File: src/hdl/amseq_pkg.sv
// Constants, types and register map of the converter mux sequencer
//--------------------------------------------------------------------
// What this block does
// RULE1: Regular frame selects current_a, voltage_a, current_b, voltage_b; alternate differs
// RULE2: mux_state_count picks 2, 3 or 4 states; larger values are reserved
// RULE3: Frame starts at state 0 and runs exactly mux_state_count states
// RULE4: Alt request rising edge: finish frame, run one alternate frame, return
// RULE5: Alt request may pulse for one cycle and is still captured
// RULE6: All sequencer state advances on the low-rate clock
// RULE7: Sequencer starts filter for each conversion and drives reference chopper
// RULE8: filter_length_select 0 gives 21-bit results, 1 gives 22-bit
// RULE9: Conversion lasts two cycles, or three with filter_length_select set
// RULE10: Conversion end writes result to the word of the selected input
// RULE11: Stored result is LSB aligned then shifted left nine bits
// RULE12: chopper_mode: positive holds low, reverse holds high, chop toggles
// RULE13: One idle cycle after each frame; reference_swap updates at its start
// RULE14: frame_sync high during idle cycle; its leading edge starts engine pass
// RULE15: Chop skips toggle after final frame of an accumulation cycle
// RULE16: Battery enabled: converted in alternate frames, stored at address 07
// RULE17: Without main power battery_measure_enable reads as zero; a read of 0x2020 still returns the written bit, only 0x2012 bit 6 reads zero
// RULE18: Engine program counter restarts when mux state 0 begins
// RULE19: battery_measure_enable is bit 6 of control byte at 0x2020
// RULE20: Pending alt request clears when the alternate frame begins
// RULE21: Mode settings are sampled only at frame boundaries
//--------------------------------------------------------------------
package amseq_pkg;
  // Register offsets
  localparam logic [15:0] OFS_CHOPPER_CONTROL = 16'h2002;
  localparam logic [15:0] OFS_BATTERY_CONTROL = 16'h2020;
  localparam logic [15:0] OFS_MUX_CONFIG = 16'h2010;
  localparam logic [15:0] OFS_ACCUM_LENGTH = 16'h2011;
  localparam logic [15:0] OFS_STATUS = 16'h2012;
  // Field positions
  localparam int CHOP_LSB = 4;
  localparam int BATT_EN_BIT = 6;
  localparam int CFG_COUNT_LSB = 0;
  localparam int CFG_LONG_BIT = 3;
  localparam int CFG_EQU_LSB = 4;
  localparam int CFG_ALT_BIT = 7;
  // Reset values
  localparam logic [1:0] CHOP_RESET = 2'h1;
  localparam logic [2:0] COUNT_RESET = 3'h4;
  localparam logic [7:0] ACCUM_RESET = 8'h01;
  // Chopper modes
  localparam logic [1:0] CHOP_TOGGLE = 2'h0;
  localparam logic [1:0] CHOP_POSITIVE = 2'h1;
  localparam logic [1:0] CHOP_REVERSE = 2'h2;
  // State counts and index of the last low-rate cycle of a conversion
  localparam logic [2:0] COUNT_MIN = 3'h2;
  localparam logic [2:0] COUNT_MAX = 3'h4;
  localparam logic [1:0] CONV_SHORT_LAST = 2'h1;
  localparam logic [1:0] CONV_LONG_LAST = 2'h2;
  // Result widths and placement
  localparam int RES_SHORT_BITS = 21;
  localparam int RES_LONG_BITS = 22;
  localparam int RES_SHIFT = 9;
  // Sample memory words of each input
  localparam logic [6:0] ADDR_CURRENT_A = 7'h00;
  localparam logic [6:0] ADDR_VOLTAGE_A = 7'h01;
  localparam logic [6:0] ADDR_CURRENT_B = 7'h02;
  localparam logic [6:0] ADDR_VOLTAGE_B = 7'h03;
  localparam logic [6:0] ADDR_TEMPERATURE = 7'h06;
  localparam logic [6:0] ADDR_BATTERY = 7'h07;

  typedef enum logic [1:0] {
    ST_CONV = 2'b01,
    ST_SYNC = 2'b10
  } amseq_state_type;

  typedef struct packed {
    logic [15:0] addr;
    logic [7:0] wdata;
    logic wr;
    logic rd;
  } amseq_bus_type;

  typedef struct packed {
    logic we;
    logic [6:0] addr;
    logic [31:0] data;
  } amseq_mem_type;
endpackage

File: src/hdl/amseq_sequencer.sv
// Converter mux sequencer: frame stepping, storage, chopper, frame sync
//
// Chosen here: the plain strobed port.
module amseq_sequencer (
  // Clock (the low-rate sequencer clock) and reset
  input wire logic clk,
  input wire logic sys_rst,
  // Register port
  input wire amseq_pkg::amseq_bus_type regBus,
  output logic [7:0] regRdata,
  // Converter and filter
  input wire logic [21:0] filterResult,
  output logic [6:0] muxSelect,
  output logic convStart,
  // Sample memory write port
  output amseq_pkg::amseq_mem_type memWr,
  // Reference and power
  input wire logic mainPowerOk,
  output logic referenceSwap,
  output logic batteryLoadEn,
  // Compute engine
  output logic frameSync,
  output logic passStart,
  output logic pcRestart
);
  import amseq_pkg::*;

  //--------------------------------------------------------------
  // Declarations
  //--------------------------------------------------------------
  amseq_state_type state_r;
  amseq_state_type state_nxt;
  logic [1:0] chopMode_r;
  logic battEn_r;
  logic [2:0] muxCount_r;
  logic filterLong_r;
  logic [1:0] equSel_r;
  logic altReq_r;
  logic altReqPrev_r;
  logic altPending_r;
  logic [7:0] accumLen_r;
  logic [7:0] frameCnt_r;
  logic [2:0] cfgCount_r;
  logic cfgLong_r;
  logic [1:0] cfgChop_r;
  logic altFrame_r;
  logic cfgBatt_r;
  logic [1:0] stateIdx_r;
  logic [1:0] cycleCnt_r;
  logic swap_r;
  logic syncPrev_r;
  logic [7:0] rdata_r;
  amseq_mem_type mem_r;
  logic battEffective;
  logic altRise;
  logic convLast;
  logic frameLast;
  logic accumLast;
  logic [1:0] convLastCnt;

  // Input word for a state; alternate list keeps voltage_a in place
  function automatic logic [6:0] inputAddr(input logic alt, input logic [1:0] idx);
    logic [6:0] a;
    a = ADDR_CURRENT_A;
    unique case (idx)
      2'd0: a = alt ? ADDR_TEMPERATURE : ADDR_CURRENT_A;
      2'd1: a = ADDR_VOLTAGE_A;
      2'd2: a = ADDR_CURRENT_B;
      2'd3: a = alt ? ADDR_BATTERY : ADDR_VOLTAGE_B;
    endcase
    return a;
  endfunction

  // Clamp reserved state counts so a bad write cannot hang a frame
  function automatic logic [2:0] legalCount(input logic [2:0] c);
    logic [2:0] r;
    r = c;
    if (c > COUNT_MAX) begin
      r = COUNT_MAX;
    end else if (c < COUNT_MIN) begin
      r = COUNT_MIN;
    end
    return r;
  endfunction

  //--------------------------------------------------------------
  // Register writes
  //--------------------------------------------------------------
  // Chopper mode
  always_ff @(posedge clk) begin
    if (sys_rst) begin
      chopMode_r <= CHOP_RESET;
    end else if (regBus.wr && regBus.addr == OFS_CHOPPER_CONTROL) begin
      chopMode_r <= regBus.wdata[CHOP_LSB +: 2];
    end
  end

  // Battery measurement enable, off by default to spare the battery
  always_ff @(posedge clk) begin
    if (sys_rst) begin
      battEn_r <= 1'b0;
    end else if (regBus.wr && regBus.addr == OFS_BATTERY_CONTROL) begin
      battEn_r <= regBus.wdata[BATT_EN_BIT]; // RULE19
    end
  end

  // Mux configuration and alternate request bit
  always_ff @(posedge clk) begin
    if (sys_rst) begin
      muxCount_r <= COUNT_RESET;
      filterLong_r <= 1'b1;
      equSel_r <= 2'h0;
      altReq_r <= 1'b0;
    end else if (regBus.wr && regBus.addr == OFS_MUX_CONFIG) begin
      muxCount_r <= regBus.wdata[CFG_COUNT_LSB +: 3];
      filterLong_r <= regBus.wdata[CFG_LONG_BIT];
      equSel_r <= regBus.wdata[CFG_EQU_LSB +: 2];
      altReq_r <= regBus.wdata[CFG_ALT_BIT];
    end
  end

  // Frames per accumulation cycle
  always_ff @(posedge clk) begin
    if (sys_rst) begin
      accumLen_r <= ACCUM_RESET;
    end else if (regBus.wr && regBus.addr == OFS_ACCUM_LENGTH) begin
      accumLen_r <= regBus.wdata;
    end
  end

  //--------------------------------------------------------------
  // Register reads
  //--------------------------------------------------------------
  // Data stand one cycle after the strobe; unmapped reads give zero
  always_ff @(posedge clk) begin
    if (sys_rst) begin
      rdata_r <= 8'h00;
    end else if (regBus.rd) begin
      unique case (regBus.addr)
        OFS_CHOPPER_CONTROL: rdata_r <= {2'h0, chopMode_r, 4'h0};
        OFS_BATTERY_CONTROL: rdata_r <= {1'b0, battEn_r, 6'h00};
        OFS_MUX_CONFIG: rdata_r <= {altReq_r, 1'b0, equSel_r, filterLong_r, muxCount_r};
        OFS_ACCUM_LENGTH: rdata_r <= accumLen_r;
        OFS_STATUS: rdata_r <= {1'b0, battEffective, frameSync, altPending_r,
                                swap_r, altFrame_r, stateIdx_r};
        default: rdata_r <= 8'h00;
      endcase
    end else begin
      rdata_r <= 8'h00;
    end
  end

  assign regRdata = rdata_r;

  //--------------------------------------------------------------
  // Alternate frame request
  //--------------------------------------------------------------
  // Battery load is only allowed while main power is present
  assign battEffective = battEn_r && mainPowerOk; // RULE17
  assign altRise = altReq_r && !altReqPrev_r;

  // Edge memory; a one-cycle pulse of the bit is still one edge
  always_ff @(posedge clk) begin
    if (sys_rst) begin
      altReqPrev_r <= 1'b0;
    end else begin
      altReqPrev_r <= altReq_r; // RULE5
    end
  end

  // Pending flag, cleared in every sync cycle. An edge in the sync cycle
  // itself goes straight into the frame latch, so keeping it pending too
  // would buy a second alternate frame for a single edge.
  always_ff @(posedge clk) begin
    if (sys_rst) begin
      altPending_r <= 1'b0;
    end else if (state_r == ST_SYNC) begin
      altPending_r <= 1'b0; // RULE20
    end else if (altRise) begin
      altPending_r <= 1'b1; // RULE5
    end
  end

  //--------------------------------------------------------------
  // Frame sequencing
  //--------------------------------------------------------------
  assign convLastCnt = cfgLong_r ? CONV_LONG_LAST : CONV_SHORT_LAST; // RULE9
  assign convLast = (state_r == ST_CONV) && (cycleCnt_r == convLastCnt);
  assign frameLast = convLast && ({1'b0, stateIdx_r} == cfgCount_r - 3'h1); // RULE3
  // Lengths 0 and 1 make every frame the last of its accumulation cycle
  assign accumLast = (accumLen_r <= 8'h01) || (frameCnt_r >= accumLen_r - 8'h01);

  // Next state: conversions, then exactly one sync cycle
  always_comb begin
    state_nxt = state_r;
    unique case (state_r)
      ST_CONV: begin
        if (frameLast) begin
          state_nxt = ST_SYNC; // RULE13
        end
      end
      ST_SYNC: state_nxt = ST_CONV;
      default: state_nxt = ST_SYNC;
    endcase
  end

  // Reset lands in a sync cycle so the first frame starts cleanly
  always_ff @(posedge clk) begin
    if (sys_rst) begin
      state_r <= ST_SYNC;
    end else begin
      state_r <= state_nxt; // RULE6
    end
  end

  // State index and cycle within the conversion
  always_ff @(posedge clk) begin
    if (sys_rst) begin
      stateIdx_r <= 2'd0;
      cycleCnt_r <= 2'd0;
    end else if (state_r == ST_SYNC) begin
      stateIdx_r <= 2'd0; // RULE3
      cycleCnt_r <= 2'd0;
    end else if (convLast) begin
      stateIdx_r <= stateIdx_r + 2'd1;
      cycleCnt_r <= 2'd0;
    end else begin
      cycleCnt_r <= cycleCnt_r + 2'd1; // RULE9
    end
  end

  // Frame settings are latched in the sync cycle only
  always_ff @(posedge clk) begin
    if (sys_rst) begin
      cfgCount_r <= COUNT_RESET;
      cfgLong_r <= 1'b1;
      cfgChop_r <= CHOP_RESET;
      altFrame_r <= 1'b0;
      cfgBatt_r <= 1'b0;
    end else if (state_r == ST_SYNC) begin
      cfgCount_r <= legalCount(muxCount_r); // RULE2
      cfgLong_r <= filterLong_r; // RULE21
      cfgChop_r <= chopMode_r; // RULE21
      altFrame_r <= altPending_r || altRise; // RULE4
      cfgBatt_r <= battEffective;
    end
  end

  // Frame counter within the accumulation cycle
  always_ff @(posedge clk) begin
    if (sys_rst) begin
      frameCnt_r <= 8'h00;
    end else if (frameLast) begin
      frameCnt_r <= accumLast ? 8'h00 : frameCnt_r + 8'h01;
    end
  end

  //--------------------------------------------------------------
  // Reference chopper
  //--------------------------------------------------------------
  // Updated on entry to the sync cycle so the reference settles
  always_ff @(posedge clk) begin
    if (sys_rst) begin
      swap_r <= 1'b0;
    end else if (frameLast) begin
      unique case (chopMode_r)
        CHOP_POSITIVE: swap_r <= 1'b0; // RULE12
        CHOP_REVERSE: swap_r <= 1'b1; // RULE12
        default: swap_r <= accumLast ? swap_r : !swap_r; // RULE15
      endcase
    end
  end

  assign referenceSwap = swap_r; // RULE7

  //--------------------------------------------------------------
  // Converter control and result storage
  //--------------------------------------------------------------
  assign muxSelect = inputAddr(altFrame_r, stateIdx_r); // RULE1
  // Filter restarts on the first cycle of every conversion
  assign convStart = (state_r == ST_CONV) && (cycleCnt_r == 2'd0); // RULE7

  // Result written the cycle after the conversion ends
  always_ff @(posedge clk) begin
    if (sys_rst) begin
      mem_r <= '0;
    end else if (convLast) begin
      // Battery word is skipped when the monitor is off
      mem_r.we <= !(altFrame_r && stateIdx_r == 2'd3 && !cfgBatt_r); // RULE16
      mem_r.addr <= inputAddr(altFrame_r, stateIdx_r); // RULE10
      // Short results keep two zero bits on top; the filter's top bit is dropped
      if (cfgLong_r) begin
        mem_r.data <= {1'b0, filterResult[RES_LONG_BITS-1:0], 9'h000}; // RULE11
      end else begin
        mem_r.data <= {2'h0, filterResult[RES_SHORT_BITS-1:0], 9'h000}; // RULE8
      end
    end else begin
      mem_r.we <= 1'b0;
    end
  end

  assign memWr = mem_r;

  //--------------------------------------------------------------
  // Engine synchronisation
  //--------------------------------------------------------------
  // Starts high: reset parks in a sync cycle, so that cycle raises no
  // pass start; only sync cycles that end a frame start an engine pass
  always_ff @(posedge clk) begin
    if (sys_rst) begin
      syncPrev_r <= 1'b1;
    end else begin
      syncPrev_r <= frameSync;
    end
  end

  assign frameSync = (state_r == ST_SYNC); // RULE14
  assign passStart = frameSync && !syncPrev_r; // RULE14
  assign pcRestart = (state_r == ST_CONV) && syncPrev_r; // RULE18
  assign batteryLoadEn = cfgBatt_r && mainPowerOk && altFrame_r; // RULE16
endmodule

File: config.mk
export PLATFORM = sky130hd
export DESIGN_NAME = amseq_sequencer
export DESIGN_NICKNAME = d
export VERILOG_FILES = /design/src/hdl/amseq_pkg.sv /design/src/hdl/amseq_sequencer.sv
export SDC_FILE = /design/constraint.sdc
export NUM_CORES = 1
export LEC_CHECK = 0
export BUFFER_PORTS_ARGS = -buffer_cell sky130_fd_sc_hd__clkbuf_2
export CORE_MARGIN = 2
export CORE_UTILIZATION = 35
export DETAILED_ROUTE_END_ITERATION = 10
export PLACE_DENSITY = 0.58
export RECOVER_POWER = 25
export SYNTH_ARGS = -nofsm -noshare
export SYNTH_HDL_FRONTEND = slang
export SYNTH_SLANG_ARGS = --single-unit
File: constraint.sdc
create_clock -name clk -period 3.38 [get_ports clk]
set_input_delay 0.338 -clock clk [delete_from_list [all_inputs] [get_ports clk]]
set_output_delay 0.338 -clock clk [all_outputs]
set_load 0.1 [all_outputs]
==> results of run 1 <==
-- logic make-up after synthesis --
logic type / share of synthesized area, %
simple gates: 25.4
other cells: 0.101
fa+ha+maj: 6.37
buf+inv: 7.25
mux: 5.40
xor+xnor: 2.35
flops: 40.8
compound gates: 12.3
-- layer usage --
layer	GRT usage (%)	vias to the layer above	part of all wire [%]
met5	0	-	0
met4	6.68	0	1.7
met3	3.53	12	5.1
met2	25.5	88	47
met1	20.1	1466	46
li1	-	1655	-
-- worst paths after layout --
| kind | startpoint | endpoint | slack, ns | depth (start not counted) |
|---|---|---|---|---|
| max reg2reg | accumLen_r[2]$_SDFFE_PP0P_ | referenceSwap$_SDFFE_PP0P_ | 0.52 | 10 |
| max | accumLen_r[2]$_SDFFE_PP0P_ | referenceSwap$_SDFFE_PP0P_ | 0.52 | 10 |
| min reg2reg | memWr[20]$_SDFFE_PP0P_ | memWr[20]$_SDFFE_PP0P_ | 0.46 | 2 |
| min | filterResult[11] | memWr[20]$_SDFFE_PP0P_ | 0.19 | 3 |
-- worst min-delay path: stages --
cell	delay [ns]
clkbuf_2	0.08
nand2_1	0.04
a21oi_1	0.05
-- registers in the layout (all words and copies together) (netlist names) --
register / count
memWr: 26
accumLen_r: 8
frameCnt_r: 8
regRdata: 8
cfgCount_r: 3
muxCount_r: 3
chopMode_r: 2
cycleCnt_r: 2
equSel_r: 2
stateIdx_r: 2
state_r: 2
altFrame_r: 1
altPending_r: 1
altReqPrev_r: 1
altReq_r: 1
battEn_r: 1
cfgBatt_r: 1
cfgLong_r: 1
filterLong_r: 1
referenceSwap: 1
syncPrev_r: 1
-- power breakdown --
part / total, mW / switching (mW) / internal, mW
sequential: 0.921 / 0.0108 / 0.910
clock: 0.752 / 0.362 / 0.389
combinational: 0.302 / 0.244 / 0.0573
-- area by class of cell --
cell class | instances | area, um^2 | share of cell area, %
flip-flops and latches | 76 | 1520 | 34.3
repair buffers | 96 | 463 | 10.4
multi-input cells | 332 | 2010 | 45.2
well taps | 136 | 170 | 3.83
inverters | 17 | 63.8 | 1.44
clock inverters | 5 | 63.8 | 1.44
clock buffers | 11 | 151 | 3.41
-- stage by stage --
stage,setup slack [ns],cells
finish,0.520,673
global route,0.362,673
CTS,0.502,673
detailed placement,0.523,657
global placement,0.595,657
floorplan,0.747,462
-- cells in the final DEF (no fill, tap or decap), types with 4 or more instances in the layout --
master,Yosys,final
inv_1,17,17
and3_1,4,4
a31oi_1,4,4
xnor2_1,7,7
clkbuf_2,0,76
nand2_1,70,70
nor2_1,45,45
mux2i_1,19,19
clkbuf_1,17,18
clkbuf_8,0,11
nor3_1,5,5
or3_1,5,5
ha_1,19,19
o21ai_0,4,4
nand3_1,14,14
a21oi_1,49,49
conb_1,1,18
nand2b_1,8,8
nor2b_1,8,8
dfxtp_1,76,76
==> impl_metrics.xml, run 1 <==
<?xml version="1.0" encoding="UTF-8"?>
<metrics>
  <group name="status">
    <metric name="run_status" unit="">complete, but fails checks</metric>
    <metric name="violations" unit="">max-capacitance violations, max-slew violations</metric>
  </group>
  <group name="cts">
    <metric name="cts_resized" unit="">0</metric>
    <metric name="cts_tree" unit="">yes</metric>
    <metric name="clk_pin_slew_worst_setup_hold_paths" unit="ns">0.09</metric>
    <metric name="tritoncts.num_buffers" unit="">9</metric>
    <metric name="cts-htree-levels" unit="">3</metric>
    <metric name="cts_hold_buf" unit="">0</metric>
    <metric name="cts-root-buf" unit="">clkbuf_8</metric>
    <metric name="cts_setup_buffers" unit="">0</metric>
    <metric name="max-clock-path-buffers" unit="">2</metric>
    <metric name="insertion_delay" unit="ns">0.36</metric>
    <metric name="clkSinkCount" unit="">76</metric>
  </group>
  <group name="yosys">
    <metric name="synth_top_cell_by_area" unit="">dfxtp_1</metric>
    <metric name="synth.area.top_cells" unit="">dfxtp_1 (41%), nand2_1 (7.0%), a21oi_1 (6.6%), ha_1 (6.4%), mux2i_1 (5.1%)</metric>
    <metric name="synth.avg_cell_area" unit="um^2">8.38</metric>
    <metric name="yosys.cell_count.top_type" unit="">dfxtp_1</metric>
    <metric name="synth_largest_type_area_fraction" unit="%">40.8</metric>
    <metric name="synth_sequential_area_ratio" unit="%">40.8</metric>
    <metric name="synth.ff_latch_count" unit="">76</metric>
    <metric name="synth_cell_types" unit="">53</metric>
    <metric name="synthesis.instances" unit="">445</metric>
    <metric name="yosys_warnings" unit="">0</metric>
    <metric name="synth_ff_type" unit="">dfxtp_1</metric>
    <metric name="synth_async_sr_flop_share" unit="%">0</metric>
    <metric name="synth.top_cells.by_count" unit="">dfxtp_1 (76), nand2_1 (70), a21oi_1 (49), nor2_1 (45)</metric>
    <metric name="synth-edff-count" unit="">0</metric>
    <metric name="synth.cell_area" unit="um^2">3730</metric>
  </group>
  <group name="timing">
    <metric name="final_period_minus_worst_setup_slack" unit="ns">2.86</metric>
    <metric name="fmax" unit="MHz">350</metric>
    <metric name="max_slew_margin" unit="%">-37.3</metric>
    <metric name="rsz0062_at_grt" unit="">false</metric>
    <metric name="finalClockSkew" unit="ns">0.00937</metric>
    <metric name="final_hold_violation_count" unit="">0</metric>
    <metric name="final_max_slew_viol_count" unit="">45</metric>
    <metric name="setup-tns-final" unit="ns">0</metric>
    <metric name="finalSetupViolCount" unit="">0</metric>
    <metric name="fin_worst_hold_slack" unit="ns">0.185</metric>
    <metric name="finalCritPeriodShare" unit="%">84.6</metric>
    <metric name="tightestPinTransition" unit="ns">2.06</metric>
  </group>
  <group name="placement">
    <metric name="port_buffer_count" unit="">93</metric>
    <metric name="hpwlAfterDp" unit="mm">6.53</metric>
    <metric name="dpl_cell_area" unit="um^2">4250</metric>
    <metric name="place.gp.congestion" unit="">0.812</metric>
  </group>
  <group name="setup_path">
    <metric name="cp_data_required_time" unit="ns">3.64</metric>
    <metric name="crit_path_max_incr_delay" unit="ns">0.58</metric>
    <metric name="critical_path.cell_chain" unit="">or4_4 -&gt; nor4_1 -&gt; xnor2_1 -&gt; ha_1 -&gt; nand4_1 -&gt; a21oi_1 -&gt; a211oi_2 -&gt; buf_4 -&gt; or4b_1 -&gt; a41oi_2</metric>
    <metric name="timing.critical_path.buf_inv" unit="">1</metric>
    <metric name="path_delay_family" unit="">simple AND/OR/NAND/NOR gates</metric>
    <metric name="critical_path_sink_type" unit="">register</metric>
    <metric name="timing.setup.critical_path_class" unit="">reg2reg</metric>
    <metric name="start_kind" unit="">register</metric>
    <metric name="critical_path_s_slowest_cell" unit="">or4_4</metric>
    <metric name="cp_max_fo" unit="">14</metric>
    <metric name="critical_path_arrival" unit="ns">3.12</metric>
  </group>
  <group name="finish">
    <metric name="num-nets-final" unit="">602</metric>
    <metric name="fin_area" unit="um^2">4440</metric>
    <metric name="fin_util" unit="%">43.0</metric>
    <metric name="num_antenna_cells" unit="">0</metric>
    <metric name="final.fill_count" unit="">1037</metric>
    <metric name="final_layout_size_suffix_gt1_share" unit="%">19.7</metric>
    <metric name="layout-area-overhead-vs-synth" unit="%">19.0</metric>
  </group>
  <group name="detailed_routing">
    <metric name="drt_iter0_markers" unit="">101</metric>
    <metric name="post_drt_wl_per_cell" unit="um">13.1</metric>
    <metric name="wirelength" unit="mm">8.82</metric>
    <metric name="first_pass_iters" unit="">4</metric>
    <metric name="viasPerCell" unit="">4.79</metric>
    <metric name="drc_violations_left" unit="">0</metric>
    <metric name="drt.antenna.violating_nets" unit="">0</metric>
    <metric name="route.vias.total" unit="">3221</metric>
  </group>
  <group name="floorplan">
    <metric name="chipWidth" unit="um">107</metric>
    <metric name="core.rowCount" unit="">37</metric>
    <metric name="ios" unit="">112</metric>
    <metric name="die_area" unit="um^2">11500</metric>
    <metric name="placeableCoreArea" unit="um^2">10300</metric>
    <metric name="start_util" unit="%">36.1</metric>
    <metric name="die_height" unit="um">107</metric>
  </group>
  <group name="pwr">
    <metric name="p_leak" unit="nW">1.75</metric>
    <metric name="vdd.ir_drop.worst" unit="V">0.000241</metric>
    <metric name="pwrdens" unit="nW/um^2">445</metric>
    <metric name="p_total" unit="mW">1.97</metric>
  </group>
  <group name="grt">
    <metric name="groute.usage.overall" unit="%">15.7</metric>
    <metric name="pin_count_of_the_biggest_net_entering_global_routing" unit="">45</metric>
    <metric name="gr-total-overflow" unit="">0</metric>
    <metric name="grt_pass1_wl" unit="mm">14.3</metric>
    <metric name="grt_pass1_vias" unit="">2971</metric>
    <metric name="antenna_violations_before_repair" unit="">0</metric>
  </group>
  <group name="hold_path">
    <metric name="hold_path_class" unit="">in2reg</metric>
  </group>
  <group name="job">
    <metric name="timing.max_cap.violations" unit="">1</metric>
  </group>
</metrics>
No activity file was read; power rests on OpenSTA's default activity.
==> run 2, diff against run 1 <==
PLACE_DENSITY = 0.6   (was 0.58)
clock period = 2.5 ns   (was 3.38 ns; I/O delays follow)
==> run 2 against run 1 <==
Net effect: the flow finishes with violations (negative setup slack); clock skew up 0.013 ns; critical path type unchanged; sequential cell count is the same; setup slack worse by 0.57 ns; critical endpoint unchanged; count of clock-buffer cells in the layout shrank 1; critical path depth is 1 lower; combinational power is 38% higher; first-iteration DRC count up 59%.
==> impl_metrics.xml, run 2 (synthesis results as in run 1) <==
<?xml version="1.0" encoding="UTF-8"?>
<metrics>
  <group name="timing">
    <metric name="setup-tns-final" unit="ns">-0.101</metric>
    <metric name="final_hold_violation_count" unit="">0</metric>
    <metric name="fin_worst_hold_slack" unit="ns">0.112</metric>
    <metric name="finalWorstSetupSlack" unit="ns">-0.0466</metric>
    <metric name="finalCritPeriodShare" unit="%">102</metric>
    <metric name="finalClockSkew" unit="ns">0.0225</metric>
    <metric name="final_max_slew_viol_count" unit="">0</metric>
    <metric name="finalSetupViolCount" unit="">3</metric>
    <metric name="rsz0062_at_grt" unit="">true</metric>
    <metric name="fmax" unit="MHz">393</metric>
    <metric name="final_period_minus_worst_setup_slack" unit="ns">2.55</metric>
    <metric name="max_slew_margin" unit="%">55.9</metric>
    <metric name="tightestPinTransition" unit="ns">0.661</metric>
  </group>
  <group name="finish">
    <metric name="multiInputGateArea" unit="um^2">2060</metric>
    <metric name="num_antenna_cells" unit="">0</metric>
    <metric name="max_ffs_per_register" unit="">26</metric>
    <metric name="final.fill_count" unit="">1017</metric>
    <metric name="seqCellArea" unit="um^2">1520</metric>
    <metric name="fin_area" unit="um^2">4600</metric>
    <metric name="finish.cell_count_without_fillers" unit="">686</metric>
    <metric name="layout_commonest_cell" unit="">clkbuf_2</metric>
    <metric name="most-common-layout-cells" unit="">clkbuf_2 (93), dfxtp_1 (75), nand2_1 (70), nor2_1 (45), a21oi_1 (45)</metric>
    <metric name="layout-area-overhead-vs-synth" unit="%">23.2</metric>
    <metric name="final_layout_size_suffix_gt1_share" unit="%">26.5</metric>
    <metric name="num-nets-final" unit="">616</metric>
  </group>
  <group name="floorplan">
    <metric name="chipWidth" unit="um">107</metric>
    <metric name="die_area" unit="um^2">11500</metric>
    <metric name="core.rowCount" unit="">37</metric>
    <metric name="die_height" unit="um">107</metric>
    <metric name="start_util" unit="%">36.1</metric>
    <metric name="ios" unit="">112</metric>
    <metric name="placeableCoreArea" unit="um^2">10300</metric>
  </group>
  <group name="cts">
    <metric name="insertion_delay" unit="ns">0.35</metric>
    <metric name="clk_pin_slew_worst_setup_hold_paths" unit="ns">0.09</metric>
    <metric name="cts_setup_buffers" unit="">0</metric>
    <metric name="cts-htree-levels" unit="">3</metric>
    <metric name="cts_hold_buf" unit="">0</metric>
    <metric name="max-clock-path-buffers" unit="">2</metric>
    <metric name="tritoncts.num_buffers" unit="">9</metric>
    <metric name="cts_tree" unit="">yes</metric>
    <metric name="cts-root-buf" unit="">clkbuf_8</metric>
    <metric name="clkSinkCount" unit="">76</metric>
  </group>
  <group name="pwr">
    <metric name="vdd.ir_drop.worst" unit="V">0.000238</metric>
    <metric name="p_total" unit="mW">2.59</metric>
    <metric name="power_switching_share" unit="%">31.4</metric>
    <metric name="share_seq_of_total_power" unit="%">48.1</metric>
    <metric name="pwrdens" unit="nW/um^2">563</metric>
    <metric name="combinationalPowerShare" unit="%">16.2</metric>
    <metric name="clock_group_share_of_total_power" unit="%">35.7</metric>
    <metric name="p_leak" unit="nW">1.88</metric>
    <metric name="net-switching-power" unit="mW">0.812</metric>
    <metric name="internal_power" unit="mW">1.78</metric>
  </group>
  <group name="detailed_routing">
    <metric name="drt_iter0_markers" unit="">161</metric>
    <metric name="drt.antenna.violating_nets" unit="">0</metric>
    <metric name="drc_violations_left" unit="">0</metric>
    <metric name="wirelength" unit="mm">8.93</metric>
    <metric name="viasPerCell" unit="">4.78</metric>
    <metric name="post_drt_wl_per_cell" unit="um">13.0</metric>
    <metric name="route.vias.total" unit="">3280</metric>
    <metric name="first_pass_iters" unit="">4</metric>
  </group>
  <group name="setup_path">
    <metric name="worst_r2r_startpoint" unit="">accumLen_r[2]$_SDFFE_PP0P_</metric>
    <metric name="critical_path_sink_type" unit="">register</metric>
    <metric name="r2r_setup_slack" unit="ns">-0.05</metric>
    <metric name="timing.critical_path.buf_inv" unit="">0</metric>
    <metric name="timing.critical_path.depth" unit="">9</metric>
    <metric name="critical_path_arrival" unit="ns">2.81</metric>
    <metric name="critical_path.cell_chain" unit="">or4_4 -&gt; nor4_4 -&gt; xnor2_1 -&gt; ha_1 -&gt; nand4_1 -&gt; a21oi_2 -&gt; a211oi_2 -&gt; or4b_4 -&gt; a41oi_2</metric>
    <metric name="cells_on_worst_reg2reg_path" unit="">9</metric>
    <metric name="regToRegEndpoint" unit="">referenceSwap$_SDFFE_PP0P_</metric>
    <metric name="timing.setup.critical_path_class" unit="">reg2reg</metric>
    <metric name="path_delay_family" unit="">simple AND/OR/NAND/NOR gates</metric>
    <metric name="crit_path_max_incr_delay" unit="ns">0.56</metric>
    <metric name="cp_max_fo" unit="">3</metric>
    <metric name="critical_path_s_slowest_cell" unit="">or4_4</metric>
    <metric name="start_kind" unit="">register</metric>
    <metric name="cp_data_required_time" unit="ns">2.76</metric>
  </group>
  <group name="status">
    <metric name="violations" unit="">negative setup slack</metric>
    <metric name="run_status" unit="">complete, but fails checks</metric>
  </group>
  <group name="placement">
    <metric name="port_buffer_count" unit="">93</metric>
    <metric name="placed_cells_incl_taps" unit="">671</metric>
    <metric name="hpwlAfterDp" unit="mm">6.69</metric>
    <metric name="place.gp.congestion" unit="">0.792</metric>
    <metric name="dpl_cell_area" unit="um^2">4360</metric>
  </group>
  <group name="hold_path">
    <metric name="holdCritStartpoint" unit="">filterResult[16]</metric>
    <metric name="hold_path_class" unit="">in2reg</metric>
    <metric name="worstHoldPathCells" unit="">3</metric>
    <metric name="worstHoldEndpoint" unit="">memWr[25]$_SDFFE_PP0P_</metric>
  </group>
  <group name="grt">
    <metric name="grt_pass1_wl" unit="mm">14.8</metric>
    <metric name="globalRouteMet2Util" unit="%">26.3</metric>
    <metric name="pin_count_of_the_biggest_net_entering_global_routing" unit="">32</metric>
    <metric name="antenna_violations_before_repair" unit="">0</metric>
    <metric name="groute.usage.overall" unit="%">16.0</metric>
    <metric name="grt_pass1_vias" unit="">3170</metric>
    <metric name="met3_grt_util" unit="%">3.28</metric>
    <metric name="gr-total-overflow" unit="">0</metric>
    <metric name="grtUsageMet1" unit="%">19.9</metric>
    <metric name="grt_busiest_layer" unit="">met2</metric>
  </group>
  <group name="job">
    <metric name="timing.max_cap.violations" unit="">0</metric>
  </group>
</metrics>
-- run 2: worst max path at each step --
stage	start	end	slack [ns]
6_report	accumLen_r[2]$_SDFFE_PP0P_	referenceSwap$_SDFFE_PP0P_	-0.05
5_1_grt	accumLen_r[2]$_SDFFE_PP0P_	frameCnt_r[3]$_SDFFE_PP0P_	-0.20
4_1_cts	accumLen_r[2]$_SDFFE_PP0P_	referenceSwap$_SDFFE_PP0P_	-0.01
3_5_place_dp	accumLen_r[2]$_SDFFE_PP0P_	referenceSwap$_SDFFE_PP0P_	0.003
3_3_place_gp	accumLen_r[2]$_SDFFE_PP0P_	frameCnt_r[4]$_SDFFE_PP0P_	0.04
2_1_floorplan	accumLen_r[2]$_SDFFE_PP0P_	frameCnt_r[2]$_SDFFE_PP0P_	0.01
-- run 2: worst min-delay path: cells and delay by family --
kind / cells / cell delay (ns)
buf+inv: 1 / 0.08
compound gates: 1 / 0.05
simple gates: 1 / 0.04
-- run 2: through the flow --
| step | utilization, % | setup WS [ns] |
|---|---|---|
| finish | 44.5 | -0.0466 |
| global route | 44.5 | -0.198 |
| CTS | 44.2 | -0.0128 |
| detailed placement | 42.2 | 0.00327 |
| global placement | 42.2 | 0.0389 |
| floorplan | - | 0.0100 |
-- run 2: repair_timing --
action                     in CTS  in global routing
pin swaps                       0                  7
setup endpoints to repair       2                  9
gates resized for setup         2                  9
-- run 2: metal layers --
layer	part of all wire, %	wire, um	vias up
li1	-	-	1680
met1	47	4160	1482
met2	46	4110	94
met3	4.5	402	24
met4	2.9	257	0
met5	0	0	-
-- run 2: final cells by class --
type | instances | share of cell area, %
Multi-Input combinational cell | 332 | 44.8
Clock buffer | 10 | 2.78
Sequential cell | 76 | 33.1
Timing Repair Buffer | 110 | 12.9
Inverter | 17 | 1.39
Tap cell | 136 | 3.70
Clock inverter | 5 | 1.33
-- run 2: power groups by stage --
stage	Combinational [mW]	Sequential (mW)	Clock [mW]
4_1_cts	0.419	1.25	0.949
6_report	0.418	1.25	0.924
5_1_grt	0.446	1.25	0.995
3_5_place_dp	0.417	1.27	0
2_1_floorplan	0.326	1.29	0
3_3_place_gp	0.413	1.27	0
